**src/design/cpu_state_pkg.sv**
```systemverilog
// Purpose: Shared constants and types for the processing-state sequencer.
// Assumes: 25 MHz core clock; word-aligned vector table and stack.
// Notes: Register offsets are byte addresses on the plain register port.
// Functional notes
// - CPU always in one of five states.
// - Reset pin low holds reset; NMI picks kind.
// - Power-on reset initialises everything.
// - Manual reset spares bus and pin controllers.
// - Reset exit fetches PC, SP, then runs.
// - Exceptions push SR, PC, then fetch vector.
// - SLEEP with standby bit clear enters sleep.
// - Sleep exits on interrupt, DMA error, reset.
// - SLEEP with standby bit set enters standby.
// - Standby peripheral and pin treatment is per-module.
// - Standby exits on NMI after oscillator settling.
// - Bus release grants bus, no own accesses.
// - Mode 000 gives 8-bit, 001 16-bit area 0.
// - Mode 010 on-chip ROM, 111 PROM mode.
// - Reset vectors at fixed addresses; clear base, set mask.
// - Interrupt acceptance writes its level into mask.
package cpu_state_pkg;
  // Register port layout.
  localparam int ADDR_W = 8;
  localparam logic [7:0] STANDBY_CTRL_ADDR = 8'h00;
  localparam logic [7:0] VECTOR_BASE_ADDR = 8'h04;
  localparam logic [7:0] STATUS_ADDR = 8'h08;
  localparam int STANDBY_BIT_POS = 0;
  localparam int STAT_STATE_LSB = 0;
  localparam int STAT_MASK_LSB = 4;
  localparam int STAT_MODE_LSB = 8;
  localparam int STAT_POR_BIT = 12;
  localparam int STAT_STBY_BIT = 13;
  // Reset values and vector table addresses.
  localparam logic [31:0] VBR_RESET = 32'h0000_0000;
  localparam logic [3:0] MASK_RESET = 4'hF;
  localparam logic [31:0] POR_PC_ADDR = 32'h0000_0000;
  localparam logic [31:0] POR_SP_ADDR = 32'h0000_0004;
  localparam logic [31:0] MAN_PC_ADDR = 32'h0000_0008;
  localparam logic [31:0] MAN_SP_ADDR = 32'h0000_000C;
  localparam logic [31:0] STACK_WORD = 32'h0000_0004;
  localparam logic [7:0] DMA_ADDR_ERR_VEC = 8'h0A;
  localparam logic [7:0] NMI_VEC = 8'h0B;
  localparam logic [3:0] NMI_LEVEL = 4'hF;
  // Operating mode pin codes.
  localparam logic [2:0] MODE_AREA0_8BIT = 3'h0;
  localparam logic [2:0] MODE_AREA0_16BIT = 3'h1;
  localparam logic [2:0] MODE_AREA0_ROM = 3'h2;
  localparam logic [2:0] MODE_PROM = 3'h7;
  // Timing: oscillator settling, a least time, so it rounds up.
  localparam int CLK_PERIOD_NS = 40;
  localparam int OSC_STAB_NS = 10000000;
  localparam int OSC_STAB_CYCLES = (OSC_STAB_NS + CLK_PERIOD_NS - 1) / CLK_PERIOD_NS;
  typedef enum logic [2:0] {
    ST_RESET = 3'b000,
    ST_EXC = 3'b001,
    ST_BUSREL = 3'b010,
    ST_EXEC = 3'b011,
    ST_PDOWN = 3'b100
  } cpu_state_t;
  typedef enum logic [2:0] {
    X_PUSH_SR = 3'b000,
    X_PUSH_PC = 3'b001,
    X_RD_VEC = 3'b010,
    X_RD_PC = 3'b011,
    X_RD_SP = 3'b100,
    X_LOAD = 3'b101
  } exc_step_t;
endpackage : cpu_state_pkg

```
**src/design/pin_sync_if.sv**
```systemverilog
// Purpose: Carries raw pin levels to the synchroniser and clean levels back.
// Assumes: All raw levels are asynchronous to the core clock.
// Notes: Width is set by the instantiating module.
`timescale 1ns/1ns
interface pin_sync_if #(parameter int W = 1);
  logic [W-1:0] raw;
  logic [W-1:0] clean;
  modport sync_end (input raw, output clean);
  modport user_end (output raw, input clean);
endinterface : pin_sync_if

```
**src/design/pin_sync.sv**
```systemverilog
// Purpose: Two-flop synchroniser for a group of pin levels.
// Assumes: Pins are levels, not pulses shorter than two clocks.
// Notes: The first stage feeds only the second stage.
`timescale 1ns/1ns
module pin_sync #(
  parameter int W = 1
) (
  input wire logic i_clk,
  input wire logic i_rstn,
  pin_sync_if.sync_end p
);
  logic [W-1:0] meta;
  logic [W-1:0] stable;

  if (W < 1)
  begin : g_bad_width
    $error("pin_sync needs at least one bit");
  end

  // Two stages; the reset value is a constant, pins are caught after release.
  always_ff @(posedge i_clk or negedge i_rstn)
  begin
    if (!i_rstn)
    begin
      meta <= '0;
      stable <= '0;
    end
    else
    begin
      meta <= p.raw;
      stable <= meta;
    end
  end

  assign p.clean = stable;
endmodule : pin_sync

```
**src/design/cpu_state_power_mode_ctrl.sv**
```systemverilog
// Purpose: Processing-state sequencer: reset, exceptions, bus release, power-down.
// Assumes: Memory port answers each request with a one-cycle ack; CPU core loads PC/SP.
// Notes: Standby stops the oscillator, so the settling count runs once it restarts.
//
// Added by the designer: the plain strobed port and the placing of the registers.
`timescale 1ns/1ns
module cpu_state_power_mode_ctrl #(
  parameter int OSC_STAB_CYCLES = cpu_state_pkg::OSC_STAB_CYCLES
) (
  input wire logic I_CORE_CLK,
  input wire logic I_RSTN,
  input wire logic I_RES_N,
  input wire logic I_NMI,
  input wire logic I_BUS_REQ,
  input wire logic [2:0] I_MODE_SEL,
  input wire logic I_SLEEP_EXEC,
  input wire logic I_EXC_REQ,
  input wire logic I_EXC_IRQ,
  input wire logic [7:0] I_EXC_VEC,
  input wire logic [3:0] I_EXC_LEVEL,
  input wire logic [31:0] I_CPU_PC,
  input wire logic [31:0] I_CPU_SP,
  input wire logic [31:0] I_CPU_SR,
  input wire logic I_MEM_ACK,
  input wire logic [31:0] I_MEM_RDATA,
  input wire logic [7:0] I_ADDR,
  input wire logic [31:0] I_WDATA,
  input wire logic I_WR,
  input wire logic I_RD,
  output logic [31:0] O_RD_DATA,
  output logic [2:0] O_STATE,
  output logic O_CPU_HALT,
  output logic O_STANDBY,
  output logic O_OSC_STOP,
  output logic O_PERIPH_RST_N,
  output logic O_BSC_PFC_RST_N,
  output logic O_BUS_GRANT,
  output logic O_MEM_REQ,
  output logic O_MEM_WE,
  output logic [31:0] O_MEM_ADDR,
  output logic [31:0] O_MEM_WDATA,
  output logic O_EXC_ACK,
  output logic O_CPU_LOAD,
  output logic [31:0] O_NEW_PC,
  output logic [31:0] O_NEW_SP,
  output logic [3:0] O_INT_MASK,
  output logic [31:0] O_VBR,
  output logic O_AREA0_16BIT,
  output logic O_AREA0_ROM,
  output logic O_PROM_MODE
);
  localparam int STAB_W = $clog2(OSC_STAB_CYCLES + 1);

  cpu_state_pkg::cpu_state_t state;
  cpu_state_pkg::cpu_state_t next_state;
  cpu_state_pkg::exc_step_t step;
  logic res_n_s;
  logic nmi_s;
  logic bus_req_s;
  logic [2:0] mode_s;
  logic nmi_prev;
  logic nmi_rise;
  logic por_kind;
  logic standby_sel;
  logic standby;
  logic stab_wait;
  logic [STAB_W-1:0] stab_cnt;
  logic wake_sleep;
  logic [2:0] mode_reg;
  logic exc_is_reset;
  logic exc_is_irq;
  logic [7:0] exc_vec;
  logic [3:0] exc_level;
  logic [31:0] sp_lat;
  logic [31:0] pc_lat;
  logic [31:0] sr_lat;
  logic [31:0] step_addr;
  logic vbr_clr;
  logic [31:0] rd_word;

  if (OSC_STAB_CYCLES < 1)
  begin : g_bad_stab
    $error("OSC_STAB_CYCLES must be at least one");
  end

  // All pin levels come through the synchroniser before any logic reads them.
  pin_sync_if #(.W(6)) pins ();
  assign pins.raw = {I_RES_N, I_NMI, I_BUS_REQ, I_MODE_SEL};
  pin_sync #(.W(6)) u_pin_sync (
    .i_clk(I_CORE_CLK),
    .i_rstn(I_RSTN),
    .p(pins.sync_end)
  );
  assign res_n_s = pins.clean[5];
  assign nmi_s = pins.clean[4];
  assign bus_req_s = pins.clean[3];
  assign mode_s = pins.clean[2:0];
  assign nmi_rise = nmi_s && !nmi_prev;
  assign wake_sleep = I_EXC_REQ && (I_EXC_IRQ || (I_EXC_VEC == cpu_state_pkg::DMA_ADDR_ERR_VEC));

  // Next processing state; the reset pin overrides every other cause.
  always_comb
  begin
    next_state = state;
    case (state)
      cpu_state_pkg::ST_RESET: next_state = cpu_state_pkg::ST_EXC;
      cpu_state_pkg::ST_EXC:
        if (step == cpu_state_pkg::X_LOAD)
          next_state = cpu_state_pkg::ST_EXEC;
      // Exceptions first, then bus requests, then SLEEP, all at instruction boundaries.
      cpu_state_pkg::ST_EXEC:
        if (I_EXC_REQ)
          next_state = cpu_state_pkg::ST_EXC;
        else if (bus_req_s)
          next_state = cpu_state_pkg::ST_BUSREL;
        else if (I_SLEEP_EXEC)
          next_state = cpu_state_pkg::ST_PDOWN;
      cpu_state_pkg::ST_BUSREL:
        if (!bus_req_s)
          next_state = cpu_state_pkg::ST_EXEC;
      cpu_state_pkg::ST_PDOWN:
        if (standby ? (stab_wait && stab_cnt == STAB_W'(0)) : wake_sleep)
          next_state = cpu_state_pkg::ST_EXC;
      default: next_state = cpu_state_pkg::ST_RESET;
    endcase
    if (!res_n_s)
      next_state = cpu_state_pkg::ST_RESET;
  end

  always_ff @(posedge I_CORE_CLK or negedge I_RSTN)
  begin
    if (!I_RSTN)
      state <= cpu_state_pkg::ST_RESET;
    else
      state <= next_state;
  end

  // Reset kind and mode pins caught while the reset pin is low; reset outputs follow it every cycle.
  always_ff @(posedge I_CORE_CLK or negedge I_RSTN)
  begin
    if (!I_RSTN)
    begin
      por_kind <= 1'b1;
      nmi_prev <= 1'b0;
      mode_reg <= cpu_state_pkg::MODE_AREA0_8BIT;
      O_PERIPH_RST_N <= 1'b0;
      O_BSC_PFC_RST_N <= 1'b0;
    end
    else
    begin
      nmi_prev <= nmi_s;
      if (!res_n_s)
      begin
        por_kind <= nmi_s;
        mode_reg <= mode_s;
      end
      O_PERIPH_RST_N <= res_n_s;
      O_BSC_PFC_RST_N <= res_n_s || !nmi_s;
    end
  end

  always_ff @(posedge I_CORE_CLK or negedge I_RSTN)
  begin
    if (!I_RSTN)
    begin
      O_AREA0_16BIT <= 1'b0;
      O_AREA0_ROM <= 1'b0;
      O_PROM_MODE <= 1'b0;
    end
    else
    begin
      O_AREA0_16BIT <= (mode_reg == cpu_state_pkg::MODE_AREA0_16BIT);
      O_AREA0_ROM <= (mode_reg == cpu_state_pkg::MODE_AREA0_ROM);
      O_PROM_MODE <= (mode_reg == cpu_state_pkg::MODE_PROM);
    end
  end

  // Power-down mode choice and oscillator settling count.
  always_ff @(posedge I_CORE_CLK or negedge I_RSTN)
  begin
    if (!I_RSTN)
    begin
      standby <= 1'b0;
      stab_wait <= 1'b0;
      stab_cnt <= '0;
    end
    else if (state != cpu_state_pkg::ST_PDOWN)
    begin
      standby <= standby_sel;
      stab_wait <= 1'b0;
      stab_cnt <= '0;
    end
    else if (standby && !stab_wait && nmi_rise)
    begin
      stab_wait <= 1'b1;
      stab_cnt <= STAB_W'(OSC_STAB_CYCLES - 1);
    end
    else if (stab_wait && stab_cnt != STAB_W'(0))
      stab_cnt <= stab_cnt - STAB_W'(1);
  end

  // Address of the current exception step.
  always_comb
  begin
    case (step)
      cpu_state_pkg::X_PUSH_SR: step_addr = sp_lat - cpu_state_pkg::STACK_WORD;
      cpu_state_pkg::X_PUSH_PC: step_addr = sp_lat - (cpu_state_pkg::STACK_WORD << 1);
      cpu_state_pkg::X_RD_VEC: step_addr = O_VBR + {22'h000000, exc_vec, 2'h0};
      cpu_state_pkg::X_RD_PC:
        step_addr = por_kind ? cpu_state_pkg::POR_PC_ADDR : cpu_state_pkg::MAN_PC_ADDR;
      cpu_state_pkg::X_RD_SP:
        step_addr = por_kind ? cpu_state_pkg::POR_SP_ADDR : cpu_state_pkg::MAN_SP_ADDR;
      default: step_addr = 32'h0000_0000;
    endcase
  end

  assign vbr_clr = (state == cpu_state_pkg::ST_EXC) && (step == cpu_state_pkg::X_RD_SP)
    && O_MEM_REQ && I_MEM_ACK;

  // Exception sequencer: latches the cause, runs the memory steps, loads the core.
  always_ff @(posedge I_CORE_CLK or negedge I_RSTN)
  begin
    if (!I_RSTN)
    begin
      step <= cpu_state_pkg::X_RD_PC;
      exc_is_reset <= 1'b1;
      exc_is_irq <= 1'b0;
      exc_vec <= 8'h00;
      exc_level <= 4'h0;
      sp_lat <= 32'h0000_0000;
      pc_lat <= 32'h0000_0000;
      sr_lat <= 32'h0000_0000;
      O_MEM_REQ <= 1'b0;
      O_MEM_WE <= 1'b0;
      O_MEM_ADDR <= 32'h0000_0000;
      O_MEM_WDATA <= 32'h0000_0000;
      O_EXC_ACK <= 1'b0;
      O_CPU_LOAD <= 1'b0;
      O_NEW_PC <= 32'h0000_0000;
      O_NEW_SP <= 32'h0000_0000;
      O_INT_MASK <= cpu_state_pkg::MASK_RESET;
    end
    else
    begin
      O_EXC_ACK <= 1'b0;
      O_CPU_LOAD <= (state == cpu_state_pkg::ST_EXC) && (step == cpu_state_pkg::X_LOAD);
      if (state == cpu_state_pkg::ST_RESET)
      begin
        step <= cpu_state_pkg::X_RD_PC;
        exc_is_reset <= 1'b1;
        O_MEM_REQ <= 1'b0;
        O_MEM_WE <= 1'b0;
        O_INT_MASK <= cpu_state_pkg::MASK_RESET;
      end
      else if (state != cpu_state_pkg::ST_EXC && next_state == cpu_state_pkg::ST_EXC)
      begin
        step <= cpu_state_pkg::X_PUSH_SR;
        exc_is_reset <= 1'b0;
        sp_lat <= I_CPU_SP;
        pc_lat <= I_CPU_PC;
        sr_lat <= I_CPU_SR;
        if (state == cpu_state_pkg::ST_PDOWN && standby)
        begin
          exc_is_irq <= 1'b1;
          exc_vec <= cpu_state_pkg::NMI_VEC;
          exc_level <= cpu_state_pkg::NMI_LEVEL;
        end
        else
        begin
          exc_is_irq <= I_EXC_IRQ;
          exc_vec <= I_EXC_VEC;
          exc_level <= I_EXC_LEVEL;
          O_EXC_ACK <= 1'b1;
        end
      end
      else if (state == cpu_state_pkg::ST_EXC)
      begin
        if (!O_MEM_REQ && step != cpu_state_pkg::X_LOAD)
        begin
          O_MEM_REQ <= 1'b1;
          O_MEM_WE <= (step == cpu_state_pkg::X_PUSH_SR) || (step == cpu_state_pkg::X_PUSH_PC);
          O_MEM_ADDR <= step_addr;
          O_MEM_WDATA <= (step == cpu_state_pkg::X_PUSH_SR) ? sr_lat : pc_lat;
        end
        else if (O_MEM_REQ && I_MEM_ACK)
        begin
          O_MEM_REQ <= 1'b0;
          O_MEM_WE <= 1'b0;
          case (step)
            cpu_state_pkg::X_PUSH_SR: step <= cpu_state_pkg::X_PUSH_PC;
            cpu_state_pkg::X_PUSH_PC:
            begin
              O_NEW_SP <= sp_lat - (cpu_state_pkg::STACK_WORD << 1);
              step <= cpu_state_pkg::X_RD_VEC;
            end
            cpu_state_pkg::X_RD_VEC:
            begin
              O_NEW_PC <= I_MEM_RDATA;
              if (exc_is_irq)
                O_INT_MASK <= exc_level;
              step <= cpu_state_pkg::X_LOAD;
            end
            cpu_state_pkg::X_RD_PC:
            begin
              O_NEW_PC <= I_MEM_RDATA;
              step <= cpu_state_pkg::X_RD_SP;
            end
            cpu_state_pkg::X_RD_SP:
            begin
              O_NEW_SP <= I_MEM_RDATA;
              O_INT_MASK <= cpu_state_pkg::MASK_RESET;
              step <= cpu_state_pkg::X_LOAD;
            end
            default: step <= cpu_state_pkg::X_LOAD;
          endcase
        end
      end
    end
  end

  // Registers reached by software; both reset kinds return them to defaults.
  always_ff @(posedge I_CORE_CLK or negedge I_RSTN)
  begin
    if (!I_RSTN)
    begin
      standby_sel <= 1'b0;
      O_VBR <= cpu_state_pkg::VBR_RESET;
    end
    else if (state == cpu_state_pkg::ST_RESET)
      standby_sel <= 1'b0;
    else if (vbr_clr)
      O_VBR <= cpu_state_pkg::VBR_RESET;
    else if (I_WR && I_ADDR == cpu_state_pkg::STANDBY_CTRL_ADDR)
      standby_sel <= I_WDATA[cpu_state_pkg::STANDBY_BIT_POS];
    else if (I_WR && I_ADDR == cpu_state_pkg::VECTOR_BASE_ADDR)
      O_VBR <= I_WDATA;
  end

  // Read word selection; unmapped addresses read as zero.
  always_comb
  begin
    rd_word = 32'h0000_0000;
    case (I_ADDR)
      cpu_state_pkg::STANDBY_CTRL_ADDR: rd_word[cpu_state_pkg::STANDBY_BIT_POS] = standby_sel;
      cpu_state_pkg::VECTOR_BASE_ADDR: rd_word = O_VBR;
      cpu_state_pkg::STATUS_ADDR:
      begin
        rd_word[cpu_state_pkg::STAT_STATE_LSB +: 3] = state;
        rd_word[cpu_state_pkg::STAT_MASK_LSB +: 4] = O_INT_MASK;
        rd_word[cpu_state_pkg::STAT_MODE_LSB +: 3] = mode_reg;
        rd_word[cpu_state_pkg::STAT_POR_BIT] = por_kind;
        rd_word[cpu_state_pkg::STAT_STBY_BIT] = standby;
      end
      default: rd_word = 32'h0000_0000;
    endcase
  end

  // Read data appear only in the cycle after the strobe.
  always_ff @(posedge I_CORE_CLK or negedge I_RSTN)
  begin
    if (!I_RSTN)
      O_RD_DATA <= 32'h0000_0000;
    else
      O_RD_DATA <= I_RD ? rd_word : 32'h0000_0000;
  end

  // State-derived outputs except O_OSC_STOP are registered from the next state so they align with O_STATE.
  always_ff @(posedge I_CORE_CLK or negedge I_RSTN)
  begin
    if (!I_RSTN)
    begin
      O_STATE <= cpu_state_pkg::ST_RESET;
      O_CPU_HALT <= 1'b0;
      O_STANDBY <= 1'b0;
      O_OSC_STOP <= 1'b0;
      O_BUS_GRANT <= 1'b0;
    end
    else
    begin
      O_STATE <= next_state;
      O_CPU_HALT <= (next_state == cpu_state_pkg::ST_PDOWN);
      O_STANDBY <= (next_state == cpu_state_pkg::ST_PDOWN) && (state == cpu_state_pkg::ST_PDOWN
        ? standby : standby_sel);
      O_OSC_STOP <= (state == cpu_state_pkg::ST_PDOWN) && standby && !stab_wait && !nmi_rise
        && res_n_s;
      O_BUS_GRANT <= (next_state == cpu_state_pkg::ST_BUSREL);
    end
  end
endmodule : cpu_state_power_mode_ctrl

```
**config.mk**
```make
export PLATFORM = sky130hd
export DESIGN_NAME = cpu_state_power_mode_ctrl
export DESIGN_NICKNAME = d
export VERILOG_FILES = /design/src/design/cpu_state_pkg.sv /design/src/design/pin_sync_if.sv /design/src/design/pin_sync.sv /design/src/design/cpu_state_power_mode_ctrl.sv
export SDC_FILE = /design/constraint.sdc
export NUM_CORES = 1
export LEC_CHECK = 0
export ABC_AREA = 1
export BUFFER_PORTS_ARGS = -buffer_cell sky130_fd_sc_hd__buf_2
export CAP_MARGIN = 30
export CORE_ASPECT_RATIO = 0.8
export CORE_MARGIN = 10
export CORE_UTILIZATION = 46
export CTS_BUF_LIST = sky130_fd_sc_hd__clkbuf_2 sky130_fd_sc_hd__clkbuf_4 sky130_fd_sc_hd__clkbuf_8
export DETAILED_ROUTE_END_ITERATION = 6
export PLACE_DENSITY = 0.7
export SLEW_MARGIN = 20
export SYNTH_ARGS = -nofsm -noshare
export SYNTH_HDL_FRONTEND = slang
export SYNTH_SLANG_ARGS = --single-unit
```
**constraint.sdc**
```tcl
create_clock -name I_CORE_CLK -period 2.7 [get_ports I_CORE_CLK]
set_input_delay 0.135 -clock I_CORE_CLK [delete_from_list [all_inputs] [get_ports I_CORE_CLK]]
set_output_delay 0.135 -clock I_CORE_CLK [all_outputs]
set_load 0.05 [all_outputs]
```
# Yosys cells after proc, flatten, opt, wreduce, memory -nomap -nowiden
# Index checks and enable logic that the tools add are counted.
# totals
reg_bits	362
out_inout_bits	212
# classes
add_sub_neg	4
eq_ne	27
muxes	62
bitwise_logic	3
n_reduce_logical	54
# ops
op	n
32-bit two-way mux	5
32-bit one-hot mux with 5 select lines	1
18-bit two-way mux	4
32-bit one-hot mux with 2 select lines	1
3-bit two-way mux	12
4-bit two-way mux	9
32-bit by 10-bit adder with 32-bit output	1
32-bit by 3-bit subtractor with 32-bit output (second input constant)	1
32-bit by 4-bit subtractor with 32-bit output (second input constant)	1
1-bit two-way mux	22
1-bit logical AND	20
3-bit by 2-bit equality test with 1-bit output (second input constant)	6
18-bit logical NOT	1
6-bit AND reduction	3
18-bit nonzero test	1
18-bit by 1-bit subtractor with 18-bit output (second input constant)	1
8-bit by 4-bit equality test with 1-bit output (second input constant)	2
3-bit equality test (second input constant)	5
3-bit one-hot mux with 5 select lines	1
3-bit nonzero test	5
7-bit one-hot mux with 2 select lines	1
3-bit by 1-bit equality test with 1-bit output (second input constant)	4
2-bit nonzero test	6
3-bit != test (second input constant)	3
other kinds (19)	34

# Depth between registers and ports, before layout
# Gate-level depths: netlist (run 1).
# depth
depth_word	11
ltp_mapped	16

# Modules after synthesis
# Synthesis (run 1) repeated with hierarchy kept, for this count alone.
# unflattened
cells_unflattened	2197
area_unflattened_um2	17523.1
# by_module_without_submodules
mod	instances	cells_each	area_each_um2
cpu_state_power_mode_ctrl	1	2185	17222.8
pin_sync	1	12	300.3

# Worst setup path before layout (run 1)
# No wires, ideal clock.
# synth_timing
kind	register to register
startpoint	reg O_VBR[2]
endpoint	reg O_MEM_ADDR[16]
setup_ns	0.123
arrival_ns	2.101
required_ns	2.577
path_slack_ns	0.476
path_stages_with_launch	13
synth_period_minus_slack_ns	2.224
cell_sequence	dfrtp_1 > ha_1 > fa_1 > nand3_1 > nand2_1 > nand2_1 > nand2_1 > nand2_1 > o21ai_0 > nand2_1 > nor2_1 > o21ai_0 > nand2_1
# synth_via
elab_chain_len	2
# synth_lines
element	line_no	text
start: declaration	cpu_state_power_mode_ctrl.sv:47	output logic [31:0] O_VBR,
start signal: assignment	cpu_state_power_mode_ctrl.sv:327	O_VBR <= cpu_state_pkg::VBR_RESET;
start signal: assignment	cpu_state_power_mode_ctrl.sv:332	O_VBR <= cpu_state_pkg::VBR_RESET;
32-bit by 10-bit adder with 32-bit output	cpu_state_power_mode_ctrl.sv:208	cpu_state_pkg::X_RD_VEC: step_addr = O_VBR + {22'h000000, exc_vec, 2'h0};
32-bit one-hot mux with 5 select lines	cpu_state_power_mode_ctrl.sv:205	case (step)
end signal: assignment	cpu_state_power_mode_ctrl.sv:282	O_MEM_ADDR <= step_addr;
end: declaration	cpu_state_power_mode_ctrl.sv:40	output logic [31:0] O_MEM_ADDR,
# Every way passes these cells.
# A chain may end at the register's enable or synchronous reset.

# Worst setup path in the final report (run 1)
# layout_timing
startpoint	reg stab_cnt[0]
endpoint	reg sr_lat[19]
# layout_via
elab_chain_len	9
# layout_lines
element	line_no	text
start: declaration	cpu_state_power_mode_ctrl.sv:67	logic [STAB_W-1:0] stab_cnt;
start signal: assignment	cpu_state_power_mode_ctrl.sv:196	stab_cnt <= STAB_W'(OSC_STAB_CYCLES - 1);
start signal: assignment	cpu_state_power_mode_ctrl.sv:199	stab_cnt <= stab_cnt - STAB_W'(1);
18-bit logical NOT	cpu_state_power_mode_ctrl.sv:122	if (standby ? (stab_wait && stab_cnt == STAB_W'(0)) : wake_sleep)
1-bit logical AND	cpu_state_power_mode_ctrl.sv:122	
1-bit two-way mux	cpu_state_power_mode_ctrl.sv:122	
3-bit two-way mux	cpu_state_power_mode_ctrl.sv:122	
3-bit one-hot mux with 5 select lines	cpu_state_power_mode_ctrl.sv:105	case (state)
3-bit two-way mux	cpu_state_power_mode_ctrl.sv:126	if (!res_n_s)
3-bit by 1-bit equality test with 1-bit output	cpu_state_power_mode_ctrl.sv:255	else if (state != cpu_state_pkg::ST_EXC && next_state == cpu_state_pkg::ST_EXC)
1-bit logical AND	cpu_state_power_mode_ctrl.sv:255	
2-bit AND reduction (no line)	-	
end signal: assignment	cpu_state_power_mode_ctrl.sv:232	sr_lat <= 32'h0000_0000;
end signal: assignment	cpu_state_power_mode_ctrl.sv:261	sr_lat <= I_CPU_SR;
end: declaration	cpu_state_power_mode_ctrl.sv:76	logic [31:0] sr_lat;
# Every way passes these cells.

==> impl_metrics.py, run 1 <==
metrics = {
    "clock_tree": {
        "worstSkewPairLatency_ns": 0.64,
        "path_clk_slew_ns": 0.06,
        "clock_path_buffers": 3,
        "cts-root-buf": "clkbuf_8",
        "numCtsBuffers": 58,
        "cts_tree": "built",
        "clock_sinks": 362,
        "cts_setup_buffers": 0,
        "cts_repair_resize_count": 0,
        "cts_htree_levels": 2,
    },
    "global_routing": {
        "track_usage": 0.2582,
        "grt_pass1_wl_um": 96480,
        "grt_start_max_net_pins": 113,
        "grt_remaining_overflow": 0,
        "grt_pass1_vias": 17580,
        "antenna_found_initial": 12,
    },
    "yosys": {
        "ys_seq_elements": 362,
        "async_reset_ff_frac": 1.000,
        "synth_warnings": 0,
        "dominantRegCellSynth": "dfrtp_1",
        "synth_edf_count": 0,
        "netlist_instances": 2191,
        "ys_types": 43,
        "synthesis.area_mm2": 0.01754,
        "syn_nets": 2399,
        "avgSynthCellArea_um2": 8.007,
        "ys_seq_area_frac": 0.5168,
    },
    "floorplanning": {
        "die-area_mm2": 0.04640,
        "die_w_um": 238.3,
        "die_y_um": 194.7,
        "start_util": 0.4696,
        "core_mm2": 0.03736,
        "num_io_pins": 406,
        "fp-row-count": 63,
    },
    "cells_and_area": {
        "syn2layout_area_growth_pct": 33.04,
        "final_nets": 3004,
        "most-common-layout-cells": "nand2_1, buf_2, dfrtp_1, inv_1, nor2_1",
        "final_cells": 3337,
        "drive_gt1_frac": 0.2277,
        "stdcell_area_mm2": 0.02334,
        "layout_commonest_cell": "nand2_1",
    },
    "placed_design": {
        "place_inst": 3034,
        "port_buffers": 405,
        "hpwlAfterDp_um": 43620,
        "place_area_mm2": 0.02016,
        "gp_congestion": 0.9728,
    },
    "detailed_routing": {
        "drt-initial-drc-count": 1572,
        "wl_um": 61130,
        "post_drt_via_cell_ratio": 5.210,
        "vias": 17390,
        "post-route-drc-count": 0,
        "detail-route-antenna-nets": 0,
        "drt-pass1-iter-count": 6,
        "wire_per_inst_um": 18.32,
    },
    "timing": {
        "rsz0062_at_grt": "false",
        "hold_viol_final": 0,
        "fmax_mhz": 411.7,
        "min_period_ns": 2.429,
        "slew_headroom": 0.4697,
        "final-max-slew-violation-count": 0,
        "setup-tns-final_ns": 0,
        "finClkSkew_ns": 0.04726,
        "post-route-period-util": 0.8996,
        "setup_viol": 0,
        "worst_pin_slew_ns": 0.7935,
    },
    "power_and_ir_drop": {
        "leakage_nw": 12.26,
        "power_density_mw_per_mm2": 793.5,
        "cellInternalPower_mw": 10.89,
        "power_mw": 18.52,
        "peakVddDrop_uv": 559.5,
        "clkPwrFrac": 0.275,
        "p_seq_frac": 0.388,
        "net-switching-power_mw": 7.631,
        "switching_share": 0.4120,
        "p_comb_frac": 0.337,
    },
    "critical_path": {
        "cp_cell_sequence": "inv_1 -> ha_1 -> inv_1 -> nor2_1 -> nand3_1 -> nor2_2 -> nand3_2 -> nand3_1 -> nand2_1 -> nor2_1 -> nand3_4 -> buf_12 -> nand2_1 -> o21ai_0",
        "crit_path_start_kind": "register",
        "arrival_ns": 2.93,
        "crit_required_ns": 3.20,
        "critPathSlowestCell": "dfrtp_1",
        "cpPeakStageDelay_ns": 0.37,
        "crit_path_end_kind": "register",
        "path_class": "reg -> reg",
        "path_max_fanout": 61,
    },
    "worst_hold_path": {
        "min_path_type": "in -> reg",
    },
    "flow_run": {
        "max-cap-violations": 0,
    },
    "run_status": {
        "status": "finished, final reports clean",
    },
}
==> area by class of cell <==
cell class	count	area (um^2)
Antenna cell	9	22.52
Sequential cell	362	9067
Fill cell	3213	14020
Clock inverter	20	166.4
Timing Repair Buffer	628	4269
Clock buffer	85	1095
Tap cell	487	609.3
Multi-Input combinational cell	1477	7102
Inverter	269	1010
==> path summary, 6_finish.rpt <==
path | slack (ns) | startpoint | depth (start not counted) | end
max in group asynchronous | 1.96 | I_RSTN | 3 | O_NEW_SP[19]$_DFFE_PN0P_
min | 0.08 | I_ADDR[1] | 6 | O_RD_DATA[5]$_DFF_PN0_
max reg2reg | 0.27 | stab_cnt[0]$_DFFE_PN0P_ | 14 | sr_lat[19]$_DFFE_PN0P_
max | 0.27 | stab_cnt[0]$_DFFE_PN0P_ | 14 | sr_lat[19]$_DFFE_PN0P_
min in group asynchronous | 0.12 | I_RSTN | 3 | O_RD_DATA[19]$_DFF_PN0_
min reg2reg | 0.34 | u_pin_sync.meta[0]$_DFF_PN0_ | 0 | u_pin_sync.p.clean[0]$_DFF_PN0_
==> stage by stage <==
step	setup WS (ns)	hold WS, ns	util
detailed placement	0.3106	0.05158	0.5394
global route	0.04649	0.07333	0.6247
finish	0.2710	0.08027	0.6247
global placement	0.3645	0.04933	0.5394
CTS	0.2863	0.01723	0.6241
floorplan	0.4755	-0.1606	-
==> metal layers <==
metal  routed length [um]  GRT usage  vias to the layer above  share of wire
met3                 4126    0.05358                      134          0.067
li1                     -          -                     8256              -
met4                 2059    0.09792                        6          0.034
met2                30060     0.4388                      651           0.49
met1                24850     0.3167                     8338           0.41
met5                   28          0                        -        0.00046
==> Yosys cell counts (all sizes together) (4+ instances only) <==
cell | number | area, um^2
buf | 37 | 210.2
a31oi | 59 | 369.1
xor2 | 19 | 166.4
a21oi | 37 | 196.4
dfrtp | 355 | 8884
nand2 | 631 | 2406
clkbuf | 46 | 173.9
ha | 13 | 162.7
inv | 266 | 998.5
mux2 | 31 | 349.1
nor2 | 216 | 845.8
o21ai | 242 | 1249
nor3 | 23 | 130.1
nor4 | 4 | 25.02
nand4 | 17 | 106.4
dfstp | 7 | 183.9
or2 | 14 | 87.58
nand3 | 130 | 660.6
o211ai | 7 | 52.55
o31ai | 9 | 67.56
==> critical path: cells and delay by family (launching register included) <==
kind            cells  cell delay [ns]
fa+ha+maj           1             0.20
simple gates        9             1.08
flops               1             0.37
buf+inv             3             0.51
compound gates      1             0.09
==> power groups by stage <==
| stage | Sequential [mW] | Combinational (mW) | Clock, mW |
|---|---|---|---|
| floorplan | 9.62 | 1.70 | 0 |
| detailed placement | 7.23 | 6.00 | 0 |
| CTS | 7.15 | 6.23 | 5.19 |
| global route | 7.31 | 6.65 | 5.44 |
| global placement | 7.19 | 5.90 | 0 |
| finish | 7.19 | 6.24 | 5.09 |
==> logic make-up (layout without fill, tap and decap cells) <==
logic type	count (synthesis)	after routing	synth area share
xor gates and xnor gates	22	22	0.01098
other	0	9	0
buffers and inverters	352	1002	0.07945
adders and majority gates	14	14	0.01041
DFF	362	362	0.5168
muxes	31	31	0.01990
AOI/OAI and AO/OA	369	369	0.1170
and+or+nand+nor	1041	1041	0.2454
==> what timing repair did <==
item                                   CTS  global route
endpoints found under the hold margin  584             0
hold buffers                           189             0
setup endpoints to repair                0             0
Note: power is estimated with default switching activity, not from simulation.
==> run 2, diff against run 1 <==
Settings changed: CORE_UTILIZATION 46 to 54, PLACE_DENSITY 0.7 to 0.8.
==> impl_metrics.py, run 2 (synthesized netlist as in run 1, its figures left out) <==
metrics = {
    "placed_design": {
        "hpwlAfterDp_um": 43380,
        "gp_congestion": 0.9862,
        "port_buffers": 405,
        "place_area_mm2": 0.02008,
        "dp_slack_ns": 0.3197,
    },
    "cells_and_area": {
        "multi_input_area_mm2": 0.007104,
        "register_area_mm2": 0.009067,
        "most-common-layout-cells": "nand2_1, buf_2, dfrtp_1, inv_1, nor2_1",
        "layout_commonest_cell": "nand2_1",
        "drive_gt1_frac": 0.2294,
        "final_nets": 3010,
        "syn2layout_area_growth_pct": 33.18,
        "stdcell_area_mm2": 0.02336,
        "fillers": 2282,
    },
    "detailed_routing": {
        "vias": 18320,
        "drt-initial-drc-count": 2094,
        "wire_per_inst_um": 20.46,
        "post_drt_via_cell_ratio": 5.594,
        "detail-route-antenna-nets": 0,
        "post-route-drc-count": 0,
        "wl_um": 67010,
        "drt-pass1-iter-count": 6,
    },
    "floorplanning": {
        "die_w_um": 221.5,
        "core_mm2": 0.03171,
        "fp-row-count": 58,
        "start_util": 0.5532,
        "die_y_um": 181.2,
        "die-area_mm2": 0.04014,
        "num_io_pins": 406,
    },
    "timing": {
        "hold_viol_final": 0,
        "slew_headroom": 0.4559,
        "min_period_ns": 2.559,
        "fmax_mhz": 390.8,
        "worst_pin_slew_ns": 0.8142,
        "setup_viol": 0,
        "finClkSkew_ns": 0.03310,
        "post-route-period-util": 0.9478,
        "final-max-slew-violation-count": 0,
        "setup-tns-final_ns": 0,
        "rsz0062_at_grt": "false",
        "setup_ws_ns": 0.1410,
    },
    "critical_path": {
        "critPathSlowestCell": "dlygate4sd3_1",
        "cp_top_family": "buffers and inverters",
        "path_class": "reg -> reg",
        "path_common_cell": "nand2_1",
        "cp_cell_sequence": "inv_2 -> nand3_1 -> nor2_1 -> nand2_1 -> dlygate4sd3_1 -> nand3_1 -> nand2_1 -> nand2_1 -> nor2_2 -> nand3_4 -> buf_4 -> clkbuf_16 -> nand2_1 -> o21ai_0",
        "arrival_ns": 3.07,
        "cpPeakStageDelay_ns": 0.54,
        "path_max_fanout": 29,
        "crit_path_start_kind": "register",
        "crit_required_ns": 3.21,
        "r2r-start": "O_STATE[2]$_DFF_PN0_",
        "startpoint": "O_STATE[2]$_DFF_PN0_",
        "critPathBufInv": 4,
        "crit_path_end_kind": "register",
    },
    "global_routing": {
        "track_usage": 0.3186,
        "grt_remaining_overflow": 0,
        "grt_start_max_net_pins": 116,
        "grt_pass1_wl_um": 103200,
        "grt_pass1_vias": 18460,
        "antenna_found_initial": 8,
    },
    "power_and_ir_drop": {
        "peakVddDrop_uv": 848.6,
        "power_mw": 18.69,
        "power_density_mw_per_mm2": 800.1,
        "leakage_nw": 12.33,
    },
    "clock_tree": {
        "cts_tree": "built",
        "numCtsBuffers": 56,
        "clock_sinks": 362,
        "path_clk_slew_ns": 0.07,
        "worstSkewPairLatency_ns": 0.63,
        "clock_path_buffers": 3,
        "cts_htree_levels": 2,
        "cts-root-buf": "clkbuf_8",
    },
    "worst_hold_path": {
        "min_path_type": "in -> async",
    },
    "flow_run": {
        "max-cap-violations": 0,
    },
    "run_status": {
        "status": "finished, final reports clean",
    },
}
==> run 2: cell types whose count changed in the layout (fill, tap and decap cells not counted), sizes merged <==
| cell | before | now |
|---|---|---|
| buf | 440 | 445 |
| clkbuf | 85 | 93 |
| bufinv | 2 | 1 |
| clkinvlp | 2 | 1 |
| clkinv | 17 | 11 |
==> run 2: final timing paths <==
| path | endpoint | slack [ns] | cells after the start |
|---|---|---|---|
| worst max-delay path | exc_level[3]$_DFFE_PN0P_ | 0.14 | 14 |
| worst min-delay path | O_VBR[23]$_DFFE_PN0P_ | 0.16 | 2 |
| worst max register to register | exc_level[3]$_DFFE_PN0P_ | 0.14 | 14 |
| worst min register to register | u_pin_sync.p.clean[3]$_DFF_PN0_ | 0.35 | 0 |
| max in group asynchronous | O_MEM_WDATA[18]$_DFFE_PN0P_ | 1.64 | 3 |
| min in group I_CORE_CLK | O_RD_DATA[4]$_DFF_PN0_ | 0.16 | 6 |
==> run 2: what timing repair did <==
action,in CTS,in global routing
hold buffers,188,0
resized for setup,0,6
endpoints found under the setup margin,0,141
endpoints found under the hold margin,309,0
buffers inserted,0,4
==> run 2: layout make-up <==
| cell class | instances | share of cell area |
|---|---|---|
| Sequential cell | 362 | 0.3881 |
| Multi-Input combinational cell | 1477 | 0.3041 |
| Timing Repair Buffer | 636 | 0.1885 |
| Clock buffer | 90 | 0.04793 |
| Inverter | 269 | 0.04332 |
| Tap cell | 420 | 0.02249 |
| Clock inverter | 12 | 0.004659 |
| Antenna cell | 9 | 0.0009639 |
==> run 2: report_power, final <==
group	total (mW)	switching, mW	internal (mW)
registers	7.25	0.806	6.44
clock network	5.09	2.35	2.74
logic	6.36	4.70	1.65
==> run 2: through the flow <==
step	util	instances	hold slack, ns
floorplan	-	2191	-0.1606
global placement	0.6332	2968	0.2060
detailed placement	0.6332	2968	0.2131
CTS	0.7312	3258	0.07441
global route	0.7365	3272	0.1362
finish	0.7368	3275	0.1604
==> run 2: metal layers <==
metal | share of wire | global-route usage | vias to the layer above
met5 | 0 | 0 | -
met1 | 0.37 | 0.3772 | 8718
met4 | 0.053 | 0.1638 | 0
met3 | 0.085 | 0.07469 | 252
met2 | 0.49 | 0.5341 | 1066
li1 | - | - | 8285
